===== src/pkg/ccs_pkg.sv =====
// constants shared by the coil circuit supervisor
package ccs_pkg;
	// timebase
	localparam int CLK_HZ = 50000000;
	localparam int SEC_MS = 1000;
	localparam int PULSE_MS = 100;
	localparam int SEC_CYCLES = CLK_HZ / 1000 * SEC_MS;
	localparam int PULSE_CYCLES = CLK_HZ / 1000 * PULSE_MS;
	// channels
	localparam int NUM_CH = 3;
	localparam int CH_TRIP = 0;
	localparam int CH_COIL2 = 1;
	localparam int CH_COIL3 = 2;
	// modes
	localparam logic [1:0] MODE_NONE = 2'h0;
	localparam logic [1:0] MODE_ONE = 2'h1;
	localparam logic [1:0] MODE_TWO = 2'h2;
	localparam logic [1:0] MODE_RST = MODE_NONE;
	// failure delay in seconds
	localparam logic [5:0] DLY_MIN = 6'h01;
	localparam logic [5:0] DLY_MAX = 6'h3C;
	localparam logic [5:0] DLY_RST = 6'h05;
	// register map
	localparam int ADDR_W = 8;
	localparam logic [7:0] OFS_MODE = 8'h00;
	localparam logic [7:0] OFS_DLY_TRIP = 8'h04;
	localparam logic [7:0] OFS_DLY_COIL2 = 8'h08;
	localparam logic [7:0] OFS_DLY_COIL3 = 8'h0C;
	localparam logic [7:0] OFS_STATUS = 8'h10;
	// status field positions
	localparam int ST_FAIL_LSB = 0;
	localparam int ST_SENSE_A_LSB = 8;
	localparam int ST_SENSE_B_LSB = 12;
	localparam int ST_PULSE_BIT = 16;
	localparam int MODE_FLD_W = 2;
	localparam int DLY_FLD_W = 6;
endpackage


===== src/design/ccs_top.sv =====
// coil circuit supervisor: three channels, pulse test, failure delay
//
// Summary of operation
// - three separate supervision channels, each set on its own.
// - mode per channel: 0 none, 1 one-state, 2 two-state; resets to 0.
// - mode 0 runs no supervision; sense inputs pass out as plain inputs.
// - two-state mode judges health as XOR of the two sense inputs.
// - one-state mode uses only the first sense input.
// - per-channel delay 1 to 60 s, step 1 s, reset value 5 s.
// - 100 ms test pulse once per second, sensed during the pulse.
// - each channel owns its fixed pair of sense inputs.
// - enabling a channel takes over its sense pair with no other setup.
// - two-state: flag stays low while exactly one input is active.
// - both inputs active for the delay raises the failure flag.
// - discordance shorter than the delay leaves the flag alone.
// - breaker not moving after trip, lasting past delay, raises flag.
// - supply loss drops inputs; two-state channels fail after their delay, one-state channels read healthy.
// - trip failure inhibits reclose start; channels 2 and 3 do not.
// - trip failure also blocks manual and recloser close commands.
// - channels 2 and 3 run the same algorithm with own timer and flag.
// - failure flags go out, and every flag change gives an event.
// - build without expansion has only the trip channel.
// - channels may run different modes at the same time.
`timescale 1ns/1ps
module ccs_top #(
	parameter bit EXPANSION = 1'b1,
	parameter int SEC_CYCLES = ccs_pkg::SEC_CYCLES,
	parameter int PULSE_CYCLES = ccs_pkg::PULSE_CYCLES
) (
	// clock and reset
	input wire logic CORE_CLK_IN,
	input wire logic RESET_N_IN,
	// register port
	input wire logic [ccs_pkg::ADDR_W-1:0] ADDR_IN,
	input wire logic [31:0] WDATA_IN,
	input wire logic WR_IN,
	input wire logic RD_IN,
	output logic [31:0] RDATA_OUT,
	// sense inputs
	input wire logic TRIP_SENSE_A_IN,
	input wire logic TRIP_SENSE_B_IN,
	input wire logic COIL2_SENSE_A_IN,
	input wire logic COIL2_SENSE_B_IN,
	input wire logic COIL3_SENSE_A_IN,
	input wire logic COIL3_SENSE_B_IN,
	// test current pulses
	output logic TRIP_TEST_PULSE_OUT,
	output logic COIL2_TEST_PULSE_OUT,
	output logic COIL3_TEST_PULSE_OUT,
	// failure flags and events
	output logic TRIP_CIRCUIT_FAIL_OUT,
	output logic COIL2_CIRCUIT_FAIL_OUT,
	output logic COIL3_CIRCUIT_FAIL_OUT,
	output logic [2:0] FAIL_EVENT_OUT,
	// breaker control interlocks
	output logic RECLOSE_INHIBIT_OUT,
	output logic CLOSE_BLOCK_OUT,
	// sense inputs as plain status when unsupervised
	output logic [5:0] STATUS_INPUTS_OUT
);

	typedef struct packed {
		logic [31:0] sec_cnt;
		logic tick;
		logic pulse;
		logic [2:0][1:0] mode;
		logic [2:0][5:0] dly;
		logic [2:0][5:0] cnt;
		logic [2:0] fail;
		logic [2:0] evt;
		logic [2:0] test;
		logic reclose_inh;
		logic close_blk;
		logic [5:0] plain;
		logic [31:0] rdata;
	} ccs_state_t;

	ccs_state_t st_reg;
	ccs_state_t st_next;

	logic [2:0] sense_a;
	logic [2:0] sense_b;
	logic [2:0] abnormal;
	logic [2:0] present;

	// unknown mode codes fall back to no supervision
	function automatic logic [1:0] legal_mode(input logic [1:0] m);
		if (m == ccs_pkg::MODE_ONE || m == ccs_pkg::MODE_TWO) begin
			return m;
		end
		return ccs_pkg::MODE_NONE;
	endfunction

	function automatic logic [5:0] clamp_dly(input logic [5:0] d);
		if (d < ccs_pkg::DLY_MIN) begin
			return ccs_pkg::DLY_MIN;
		end
		if (d > ccs_pkg::DLY_MAX) begin
			return ccs_pkg::DLY_MAX;
		end
		return d;
	endfunction

	// fixed input pairs per channel
	assign sense_a = {COIL3_SENSE_A_IN, COIL2_SENSE_A_IN, TRIP_SENSE_A_IN};
	assign sense_b = {COIL3_SENSE_B_IN, COIL2_SENSE_B_IN, TRIP_SENSE_B_IN};
	assign present = EXPANSION ? 3'h7 : 3'h1;

	// one process for all bits keeps a single driver on the vector
	always_comb begin
		abnormal = 3'h0;
		for (int i = 0; i < ccs_pkg::NUM_CH; i++) begin
			case (st_reg.mode[i])
				ccs_pkg::MODE_TWO: abnormal[i] = ~(sense_a[i] ^ sense_b[i]);
				ccs_pkg::MODE_ONE: abnormal[i] = sense_a[i];
				default: abnormal[i] = 1'b0;
			endcase
		end
	end

	always_comb begin
		st_next = st_reg;
		st_next.tick = 1'b0;
		st_next.evt = 3'h0;
		st_next.rdata = 32'h0000_0000;
		// one second timebase, pulse in the first part of each second
		if (st_reg.sec_cnt == 32'(SEC_CYCLES - 1)) begin
			st_next.sec_cnt = 32'h0000_0000;
		end else begin
			st_next.sec_cnt = st_reg.sec_cnt + 32'h0000_0001;
		end
		st_next.pulse = st_next.sec_cnt < 32'(PULSE_CYCLES);
		// sample at the last cycle of the pulse, while current still flows
		st_next.tick = st_next.sec_cnt == 32'(PULSE_CYCLES - 1);
		// register writes
		if (WR_IN) begin
			case (ADDR_IN)
				ccs_pkg::OFS_MODE: begin
					for (int i = 0; i < ccs_pkg::NUM_CH; i++) begin
						st_next.mode[i] = present[i] ?
							legal_mode(WDATA_IN[2*i +: 2]) : ccs_pkg::MODE_NONE;
					end
				end
				ccs_pkg::OFS_DLY_TRIP:
					st_next.dly[ccs_pkg::CH_TRIP] = clamp_dly(WDATA_IN[5:0]);
				ccs_pkg::OFS_DLY_COIL2:
					st_next.dly[ccs_pkg::CH_COIL2] = clamp_dly(WDATA_IN[5:0]);
				ccs_pkg::OFS_DLY_COIL3:
					st_next.dly[ccs_pkg::CH_COIL3] = clamp_dly(WDATA_IN[5:0]);
				default: begin
				end
			endcase
		end
		// per channel supervision
		for (int i = 0; i < ccs_pkg::NUM_CH; i++) begin
			st_next.test[i] = st_next.pulse &&
				(st_reg.mode[i] != ccs_pkg::MODE_NONE);
			if (st_reg.mode[i] == ccs_pkg::MODE_NONE) begin
				st_next.cnt[i] = 6'h00;
				st_next.fail[i] = 1'b0;
			end else if (st_reg.tick) begin
				if (abnormal[i]) begin
					// saturate so a long fault keeps the flag up
					if (st_reg.cnt[i] < st_reg.dly[i]) begin
						st_next.cnt[i] = st_reg.cnt[i] + 6'h01;
					end
					st_next.fail[i] = (st_reg.cnt[i] + 6'h01) >= st_reg.dly[i];
				end else begin
					st_next.cnt[i] = 6'h00;
					st_next.fail[i] = 1'b0;
				end
			end
			st_next.evt[i] = st_next.fail[i] != st_reg.fail[i];
			st_next.plain[i] = (st_next.mode[i] == ccs_pkg::MODE_NONE) &&
				sense_a[i] && present[i];
			st_next.plain[i+3] = (st_next.mode[i] == ccs_pkg::MODE_NONE) &&
				sense_b[i] && present[i];
		end
		st_next.reclose_inh = st_next.fail[ccs_pkg::CH_TRIP];
		st_next.close_blk = st_next.fail[ccs_pkg::CH_TRIP];
		// register reads, answered in the next cycle
		if (RD_IN) begin
			case (ADDR_IN)
				ccs_pkg::OFS_MODE:
					st_next.rdata = {26'h0, st_reg.mode[2], st_reg.mode[1],
						st_reg.mode[0]};
				ccs_pkg::OFS_DLY_TRIP:
					st_next.rdata = {26'h0, st_reg.dly[ccs_pkg::CH_TRIP]};
				ccs_pkg::OFS_DLY_COIL2:
					st_next.rdata = {26'h0, st_reg.dly[ccs_pkg::CH_COIL2]};
				ccs_pkg::OFS_DLY_COIL3:
					st_next.rdata = {26'h0, st_reg.dly[ccs_pkg::CH_COIL3]};
				ccs_pkg::OFS_STATUS: begin
					st_next.rdata[ccs_pkg::ST_FAIL_LSB +: 3] = st_reg.fail;
					st_next.rdata[ccs_pkg::ST_SENSE_A_LSB +: 3] = sense_a;
					st_next.rdata[ccs_pkg::ST_SENSE_B_LSB +: 3] = sense_b;
					st_next.rdata[ccs_pkg::ST_PULSE_BIT] = st_reg.pulse;
				end
				default: st_next.rdata = 32'h0000_0000;
			endcase
		end
	end

	always_ff @(posedge CORE_CLK_IN or negedge RESET_N_IN) begin
		if (!RESET_N_IN) begin
			st_reg.sec_cnt <= 32'h0000_0000;
			st_reg.tick <= 1'b0;
			st_reg.pulse <= 1'b0;
			st_reg.mode <= {3{ccs_pkg::MODE_RST}};
			st_reg.dly <= {3{ccs_pkg::DLY_RST}};
			st_reg.cnt <= {3{6'h00}};
			st_reg.fail <= 3'h0;
			st_reg.evt <= 3'h0;
			st_reg.test <= 3'h0;
			st_reg.reclose_inh <= 1'b0;
			st_reg.close_blk <= 1'b0;
			st_reg.plain <= 6'h00;
			st_reg.rdata <= 32'h0000_0000;
		end else begin
			st_reg <= st_next;
		end
	end

	assign RDATA_OUT = st_reg.rdata;
	assign TRIP_TEST_PULSE_OUT = st_reg.test[ccs_pkg::CH_TRIP];
	assign COIL2_TEST_PULSE_OUT = st_reg.test[ccs_pkg::CH_COIL2];
	assign COIL3_TEST_PULSE_OUT = st_reg.test[ccs_pkg::CH_COIL3];
	assign TRIP_CIRCUIT_FAIL_OUT = st_reg.fail[ccs_pkg::CH_TRIP];
	assign COIL2_CIRCUIT_FAIL_OUT = st_reg.fail[ccs_pkg::CH_COIL2];
	assign COIL3_CIRCUIT_FAIL_OUT = st_reg.fail[ccs_pkg::CH_COIL3];
	assign FAIL_EVENT_OUT = st_reg.evt;
	assign RECLOSE_INHIBIT_OUT = st_reg.reclose_inh;
	assign CLOSE_BLOCK_OUT = st_reg.close_blk;
	assign STATUS_INPUTS_OUT = st_reg.plain;
endmodule


===== config.mk =====
export PLATFORM = sky130hd
export DESIGN_NAME = ccs_top
export DESIGN_NICKNAME = d
export VERILOG_FILES = /design/src/pkg/ccs_pkg.sv /design/src/design/ccs_top.sv
export SDC_FILE = /design/constraint.sdc
export NUM_CORES = 1
export LEC_CHECK = 0
export BUFFER_PORTS_ARGS = -buffer_cell sky130_fd_sc_hd__buf_4
export CAP_MARGIN = 15
export CORE_MARGIN = 1.5
export CORE_UTILIZATION = 40
export CTS_CLUSTER_DIAMETER = 50
export CTS_CLUSTER_SIZE = 14
export DETAILED_ROUTE_END_ITERATION = 7
export GPL_ROUTABILITY_DRIVEN = 0
export HOLD_SLACK_MARGIN = 0.08
export PLACE_DENSITY = 0.6
export SKIP_CTS_REPAIR_TIMING = 1
export SLEW_MARGIN = 25
export SYNTH_ARGS = -nofsm -noshare
export SYNTH_HDL_FRONTEND = slang
export SYNTH_SLANG_ARGS = --single-unit
export TNS_END_PERCENT = 5

===== constraint.sdc =====
create_clock -name CORE_CLK_IN -period 3.9 [get_ports CORE_CLK_IN]
set_input_delay 0.195 -clock CORE_CLK_IN [delete_from_list [all_inputs] [get_ports CORE_CLK_IN]]
set_output_delay 0.195 -clock CORE_CLK_IN [all_outputs]
set_load 0.02 [all_outputs]

==> results_dict.tcl, run 1 <==
set metrics [dict create \
    seq_area_um2 2610 \
    drc 0 \
    crit_arrival_ns 2.89 \
    clock_sinks 104 \
    fill_cells 1525 \
    clockBufferDepth 2 \
    async_flop_share 1.00 \
    die_w_um 131 \
    first_iter_violations 288 \
    place_hpwl_um 10700 \
    synthCells 675 \
    start_util 0.410 \
    synth.avg_cell_area_um2 9.68 \
    path_class "flip-flop to flip-flop" \
    synth_seq_cells 104 \
    cts-root-buf "clkbuf_16" \
    dp_slack_ns 1.31 \
    io_buffers 53 \
    fin_nets 798 \
    end_kind "flip-flop" \
    grt_use_total 0.175 \
    finalClockSkew_ns 0.00982 \
    antenna_left 0 \
    final.period_utilization 0.675 \
    start_kind "flip-flop" \
    grt_max_degree 48 \
    grt_first_pass_wirelength_um 23300 \
    synthToLayoutAreaGrowth_pct 10.6 \
    status "finished clean" \
    num_vias 4927 \
    drv_slew 0 \
    stdcell_area_um2 7230 \
    clkLatencyLatePin_ns 0.36 \
    place_area_um2 6910 \
    wl_per_cell_um 15.5 \
    worst_slew_pin_slew_ns 0.938 \
    dr.pass1.iters 5 \
    required_ns 4.16 \
    grt_pass1_vias 4650 \
    path_max_fanout 7 \
    finalSetupTns_ns 0 \
    fin_cells 920 \
    cts_buffers 9 \
    synth_top_area_share 0.375 \
    cts_tree "built" \
    top_level_ports 99 \
    viasPerCell 5.36 \
    dp.cells 903 \
    timing.slew.headroom 0.373 \
    grt-ovfl-total 0 \
    synth_flop_cell "dfrtp_1" \
    setup_viol 0 \
    rows 46 \
    synthTopCellsByArea "dfrtp_1, ha_1, buf_4, xnor2_1, nand2_1" \
    netlist.top_cell.by_area "dfrtp_1" \
    synth_area_um2 6530 \
    final-hold-violation-count 0 \
    fmax_ghz 0.380 \
    dieHeight_um 131 \
    power.density_nw_per_um2 307 \
    antenna_cells 0 \
    drive_above_1_share 0.148 \
    antenna_found_initial 0 \
    die-area_um2 17100 \
    vdd_drop_max_v 0.000210 \
    core_area_um2 15900 \
    min_period_ns 2.63 \
    yosys_warnings 0 \
    clkSlewWorstSetupHoldPaths_ns 0.07 \
    cap_violations 0 \
    ys_types 59 \
    cts_max_level 3 \
    p_leak_nw 3.30 \
    post-route-worst-setup-slack_ns 1.27 \
    largest_reg_flops 76 \
    routed_wl_um 14200 \
    ys_seq_area_frac 0.400 \
    grt_setup_unrepaired "no" \
    synth_edf_count 0 \
    multi_input_area_um2 3460 \
    hp-class "primary input to flip-flop" \
    power_mw 2.22 \
]
[cell families after synthesis]
| logic type | synth area share |
|---|---|
| muxes | 0.0398 |
| buffers and inverters | 0.0824 |
| other | 0.000574 |
| AOI/OAI and AO/OA | 0.132 |
| adders and majority gates | 0.0939 |
| xor gates and xnor gates | 0.0617 |
| DFF | 0.400 |
| and+or+nand+nor | 0.190 |
[critical path, cell delays in order, from the launching register on]
cell and delay (ns):
dfrtp_1 0.48, nand3_1 0.24, or4_4 0.61, o41ai_1 0.36, a21oi_1 0.17, nor4b_2 0.23
nand2_1 0.18, nor4bb_2 0.28
[metrics by stage]
stage,utilization,hold slack (ns)
floorplan,-,-0.101
global placement,0.432,0.446
detailed placement,0.434,0.250
CTS,0.452,-0.145
global route,0.453,0.0950
finish,0.453,0.0829
[cells in the mapped netlist (all sizes together) (5+ instances only)]
cell    count
mux2       12
and2        7
xor2       18
clkbuf     17
dfrtp      98
and3       21
nand4      14
dfstp       6
o21ai      31
a221o      15
ha         49
xnor2      28
o21a       21
nor3b       5
nor3       10
mux2i       8
a31oi       6
a21boi      6
nor2       37
nand2      65
buf        49
inv        32
nor2b      13
nand3      22
nand2b      6
nor4       10
a21oi      19
[path summary, 6_finish.rpt]
path / from / endpoint / slack, ns / cells past startpoint
max: st_reg[100] / st_reg[92] / 1.27 / 7
min: COIL2_SENSE_B_IN / STATUS_INPUTS_OUT[4] / 0.08 / 2
max reg2reg: st_reg[100] / st_reg[92] / 1.27 / 7
min reg2reg: st_reg[93] / st_reg[93] / 0.52 / 1
max in group asynchronous: RESET_N_IN / st_reg[112] / 2.79 / 3
min in group asynchronous: RESET_N_IN / st_reg[50] / 0.39 / 2
[metal layers]
layer | part of all wire | wire (um) | GRT usage
met1 | 0.45 | 6440 | 0.231
met2 | 0.48 | 6820 | 0.287
met3 | 0.051 | 730 | 0.0411
met4 | 0.017 | 248 | 0.0543
met5 | 0 | 0 | 0
[area by class of cell]
type	instances	area share
Clock buffer	11	0.0322
Clock inverter	5	0.00883
Inverter	32	0.0166
Multi-Input combinational cell	491	0.478
Sequential cell	104	0.361
Tap cell	216	0.0374
Timing Repair Buffer	61	0.0655
[power by group]
group          internal (mW)  switching (mW)  leakage [nW]
sequential              1.10          0.0136          1.39
combinational         0.0757           0.119          1.76
clock                  0.504           0.407         0.141
total                   1.68           0.539          3.30
[cell usage in the layout (no fill, tap or decap), types with 13 or more instances in the layout]
cell,synthesis,final
xnor2_1,28,28
nand4_1,13,13
ha_1,49,49
inv_1,32,32
nand2_1,65,65
o21ai_0,28,28
nand3_1,22,22
a221o_1,15,15
o21a_1,21,21
nor2_1,37,37
a21oi_1,19,19
and3_1,21,21
xor2_1,18,18
dfrtp_1,98,98
nor2b_1,13,13
conb_1,1,19
buf_4,43,59
Note: power is estimated with default switching activity, not from simulation.
==> run 2: changes to the inputs <==
--- a/config.mk
+++ b/config.mk
@@ -14,7 +14,7 @@
 export DETAILED_ROUTE_END_ITERATION = 7
 export GPL_ROUTABILITY_DRIVEN = 0
 export HOLD_SLACK_MARGIN = 0.08
-export PLACE_DENSITY = 0.6
+export PLACE_DENSITY = 0.63
 export SKIP_CTS_REPAIR_TIMING = 1
 export SLEW_MARGIN = 25
 export SYNTH_ARGS = -nofsm -noshare
==> constraint.sdc (replaced) <==
create_clock -name CORE_CLK_IN -period 2.1 [get_ports CORE_CLK_IN]
set_input_delay 0.105 -clock CORE_CLK_IN [delete_from_list [all_inputs] [get_ports CORE_CLK_IN]]
set_output_delay 0.105 -clock CORE_CLK_IN [all_outputs]
set_load 0.02 [all_outputs]
==> results_dict.tcl, run 2 (same netlist as run 1, synthesis figures left out) <==
set metrics [dict create \
    status "complete, but fails checks" \
    violations "setup timing" \
    io_buffers 53 \
    path_class "flip-flop to flip-flop" \
    setup_viol 27 \
    min_period_ns 2.46 \
    grtUsageMet1 0.241 \
    top_level_ports 99 \
    dieHeight_um 131 \
    stdcell_area_um2 8230 \
    fin_nets 910 \
    use_met2 0.331 \
    final-hold-violation-count 0 \
    clock_sinks 104 \
    clockBufferDepth 2 \
    vdd_drop_max_v 0.000446 \
    r2r_setup_slack_ns -0.36 \
    grt_setup_unrepaired "yes" \
    grt_busiest_layer "met2" \
    required_ns 2.36 \
    antenna_left 0 \
    antenna_found_initial 0 \
    grt-ovfl-total 0 \
    dr.pass1.iters 6 \
    cp_cell_sequence "nand3_2 -> or4_4 -> o41ai_1 -> a21oi_1 -> nor4b_2 -> nand2_2 -> nor4bb_2" \
    routed_wl_um 15600 \
    cp_num_buf_inv 0 \
    core_area_um2 15900 \
    power.density_nw_per_um2 510 \
    grt_use_total 0.189 \
    num_vias 5366 \
    largest_reg_flops 76 \
    antenna_cells 0 \
    final.period_utilization 1.17 \
    rr_startpoint "st_reg[101]" \
    synthToLayoutAreaGrowth_pct 26.0 \
    cap_violations 0 \
    post-route-worst-setup-slack_ns -0.360 \
    hold_start "WDATA_IN[0]" \
    final_common_cell "buf_4" \
    slowest_delay_ns 0.59 \
    drv_slew 0 \
    grt_max_degree 40 \
    cts_max_level 3 \
    cp_slowest_cell "or4_4" \
    cts_buffers 9 \
    hp-class "primary input to flip-flop" \
    cts-root-buf "clkbuf_16" \
    r2r_end "st_reg[92]" \
    clkSlewWorstSetupHoldPaths_ns 0.07 \
    wl_per_cell_um 15.2 \
    finalClockSkew_ns 0.00836 \
    place_hpwl_um 12100 \
    crit_arrival_ns 2.72 \
    crit_family "simple AND/OR/NAND/NOR gates" \
    first_iter_violations 331 \
    drive_above_1_share 0.279 \
    use_met3 0.0403 \
    dp.cells 1000 \
    clkLatencyLatePin_ns 0.36 \
    grt_first_pass_wirelength_um 25500 \
    hold_slack_ns 0.0730 \
    power_mw 4.20 \
    path_max_fanout 5 \
    worst_slew_pin_slew_ns 0.533 \
    fmax_ghz 0.406 \
    die_w_um 131 \
    crit_cells 7 \
    cts_tree "built" \
    hold_path_end "st_reg[85]" \
    whs_path_depth 3 \
    viasPerCell 5.20 \
    die-area_um2 17100 \
    ff2ff_path_depth 7 \
    place_area_um2 7660 \
    drc 0 \
    grt_pass1_vias 5212 \
    p_leak_nw 3.88 \
    start_kind "flip-flop" \
    fin_cells 1032 \
    end_kind "flip-flop" \
    start_util 0.410 \
    rows 46 \
    final_cell_mix "buf_4, dfrtp_1, nand2_1" \
    timing.slew.headroom 0.645 \
]
run 2: cell types whose count changed in the layout (fill, tap and decap cells not counted), moves of 3 or more:
cell,before,now
o21ai_0,28,25
nand3_1,22,19
nor4_1,9,6
o21ai_2,0,5
buf_4,59,156
dlygate4sd3_1,1,12
buf_6,0,4
nand3_2,0,3
run 2: layout make-up:
cell class	count	area, um^2
clock buffers	9	225
clock inverters	7	78.8
fillers	1432	7710
inverters	32	120
multi-input cells	491	3570
flip-flops and latches	104	2610
well taps	216	270
repair buffers	173	1360
run 2: metrics by stage:
stage,setup TNS (ns),setup WS (ns),util
3_3_place_gp,-2.06,-0.219,0.480
2_1_floorplan,-0.868,-0.0576,-
6_report,-3.09,-0.360,0.516
3_5_place_dp,-3.85,-0.429,0.480
5_1_grt,-6.24,-0.437,0.516
4_1_cts,-4.67,-0.475,0.499
run 2: worst max-delay path by stage:
stage / from / end / slack, ns
after floorplan: st_reg[100] / st_reg[92] / -0.06
after global placement: st_reg[93] / st_reg[91] / -0.22
after detailed placement: st_reg[98] / COIL3_TEST_PULSE_OUT / -0.43
after CTS: st_reg[98] / COIL3_TEST_PULSE_OUT / -0.47
after global routing: st_reg[99] / TRIP_TEST_PULSE_OUT / -0.44
final: st_reg[101] / st_reg[92] / -0.36
run 2: routing by layer:
metal	routed length [um]	vias up	part of all wire
met5	0	-	0
met3	777	18	0.050
met4	121	0	0.0077
met1	6920	2588	0.44
li1	-	2616	-
met2	7820	144	0.50
run 2: where the power goes:
part	leakage [nW]	internal [mW]	switching [mW]	total, mW
combinational	2.35	0.183	0.240	0.423
sequential	1.39	2.04	0.0234	2.06
clock	0.144	0.937	0.780	1.72
total	3.88	3.16	1.04	4.20
run 2: worst min-delay path: cells and delay by family:
family,cells,cell delay [ns]
buffers and inverters,1,0.13
AOI/OAI and AO/OA,1,0.08
and+or+nand+nor,1,0.07
==> run 3: changes to the inputs <==
--- a/config.mk
+++ b/config.mk
@@ -9,12 +9,14 @@
 export CAP_MARGIN = 15
 export CORE_MARGIN = 1.5
 export CORE_UTILIZATION = 40
+export CTS_BUF_LIST = sky130_fd_sc_hd__clkbuf_8
 export CTS_CLUSTER_DIAMETER = 50
 export CTS_CLUSTER_SIZE = 14
 export DETAILED_ROUTE_END_ITERATION = 7
 export GPL_ROUTABILITY_DRIVEN = 0
-export HOLD_SLACK_MARGIN = 0.08
+export HOLD_SLACK_MARGIN = 0.06
 export PLACE_DENSITY = 0.63
+export RECOVER_POWER = 50
 export SKIP_CTS_REPAIR_TIMING = 1
 export SLEW_MARGIN = 25
 export SYNTH_ARGS = -nofsm -noshare
==> results_dict.tcl, run 3 (same netlist as run 1, synthesis figures left out) <==
set metrics [dict create \
    final_cell_mix "buf_4, dfrtp_1, nand2_1" \
    dieHeight_um 131 \
    drc 0 \
    fill_cells 1436 \
    drv_slew 0 \
    antenna_cells 0 \
    fin_nets 914 \
    place_hpwl_um 12100 \
    antenna_left 0 \
    violations "setup timing" \
    final-hold-violation-count 0 \
    viasPerCell 5.20 \
    power_mw 3.77 \
    routed_wl_um 15800 \
    hp-class "primary input to flip-flop" \
    timing.slew.headroom 0.326 \
    grt_max_degree 40 \
    clkLatencyLatePin_ns 0.39 \
    final.period_utilization 1.20 \
    status "complete, but fails checks" \
    die-area_um2 17100 \
    vdd_drop_max_v 0.000288 \
    grt-ovfl-total 0 \
    finalClockSkew_ns 0.0127 \
    fmax_ghz 0.396 \
    path_max_fanout 5 \
    wl_per_cell_um 15.3 \
    wl_met1_um 7040 \
    grt_setup_unrepaired "yes" \
    cts_max_level 3 \
    cts_tree "built" \
    largest_reg_flops 76 \
    grt_use_total 0.191 \
    start_kind "flip-flop" \
    dr.pass1.iters 8 \
    io_buffers 53 \
    start_util 0.410 \
    clockBufferDepth 2 \
    clock_sinks 104 \
    worst_slew_pin_slew_ns 1.01 \
    p_leak_nw 3.84 \
    highest_layer "met4" \
    end_kind "flip-flop" \
    min_period_ns 2.53 \
    final_common_cell "buf_4" \
    setup_viol 28 \
    first_iter_violations 304 \
    die_w_um 131 \
    antenna_found_initial 0 \
    crit_arrival_ns 2.83 \
    power.density_nw_per_um2 461 \
    required_ns 2.40 \
    num_vias 5387 \
    cts_buffers 9 \
    core_area_um2 15900 \
    cts-root-buf "clkbuf_8" \
    rows 46 \
    synthToLayoutAreaGrowth_pct 25.3 \
    top_level_ports 99 \
    wl_met2_um 7840 \
    path_class "flip-flop to flip-flop" \
    finalSetupTns_ns -3.44 \
    wl_met3_um 704 \
    post-route-worst-setup-slack_ns -0.426 \
    clkSlewWorstSetupHoldPaths_ns 0.10 \
    drive_above_1_share 0.289 \
    cap_violations 0 \
    grt_pass1_vias 5224 \
    grt_first_pass_wirelength_um 25500 \
]
## run 3: cell types whose count changed in the layout (fill, tap and decap cells not counted), moves of 2 or more
cell,change
a21oi_2,+2
nor4b_1,-2
dlygate4sd3_1,+2
buf_4,-4
buf_6,+3
a21oi_1,-2
clkbuf_16,-9
nor4b_2,+2
nand3_2,-2
clkbuf_2,+4
clkbuf_8,+9
nand3_1,+2
inv_1,-2
## run 3: critical path: stages (launching register included)
cell and delay (ns):
dfrtp_1 0.40, buf_4 0.13, nand3_2 0.13, or4_4 0.57, o41ai_2 0.29, a21oi_2 0.12
nor4b_2 0.34, nand2_2 0.15, nor4bb_4 0.31
## run 3: worst paths after layout
path / from / end / slack, ns / depth (start not counted)
hold reg to reg: st_reg[68] / st_reg[68] / 0.53 / 2
max in group asynchronous: RESET_N_IN / st_reg[112] / 0.28 / 3
hold / removal: WDATA_IN[0] / st_reg[85] / 0.03 / 3
min in group asynchronous: RESET_N_IN / RDATA_OUT[5] / 0.41 / 2
setup / recovery: st_reg[100] / st_reg[92] / -0.43 / 8
setup reg to reg: st_reg[100] / st_reg[92] / -0.43 / 8
## run 3: power breakdown
part           switching [mW]  total, mW  internal, mW
clock network           0.732       1.29         0.563
registers              0.0233       2.06          2.04
logic                   0.241      0.421         0.181
total                   0.996       3.77          2.78
## run 3: cell type report
class | count | area [um^2] | share of cell area
multi-input combinational | 491 | 3590 | 0.439
clock inverter | 7 | 78.8 | 0.00963
clock buffer | 9 | 124 | 0.0151
sequential | 104 | 2610 | 0.319
inverter | 32 | 123 | 0.0150
timing repair buffer | 177 | 1380 | 0.169
tap | 216 | 270 | 0.0330
## run 3: per-stage QoR
stage | utilization | hold WS, ns | instances | instance area, um^2 | setup slack, ns
floorplan | - | -0.191 | 693 | 6620 | -0.0576
global placement | 0.480 | 0.113 | 1000 | 7660 | -0.219
detailed placement | 0.480 | 0.123 | 1000 | 7660 | -0.429
CTS | 0.493 | -0.321 | 1016 | 7860 | -0.479
global route | 0.513 | 0.0609 | 1036 | 8180 | -0.551
finish | 0.513 | 0.0313 | 1036 | 8180 | -0.426
## run 3: metal layers
metal / vias to the layer above / global-route usage
li1: 2628 / -
met1: 2605 / 0.243
met2: 129 / 0.329
met3: 25 / 0.0423
met4: 0 / 0.0478
met5: - / 0
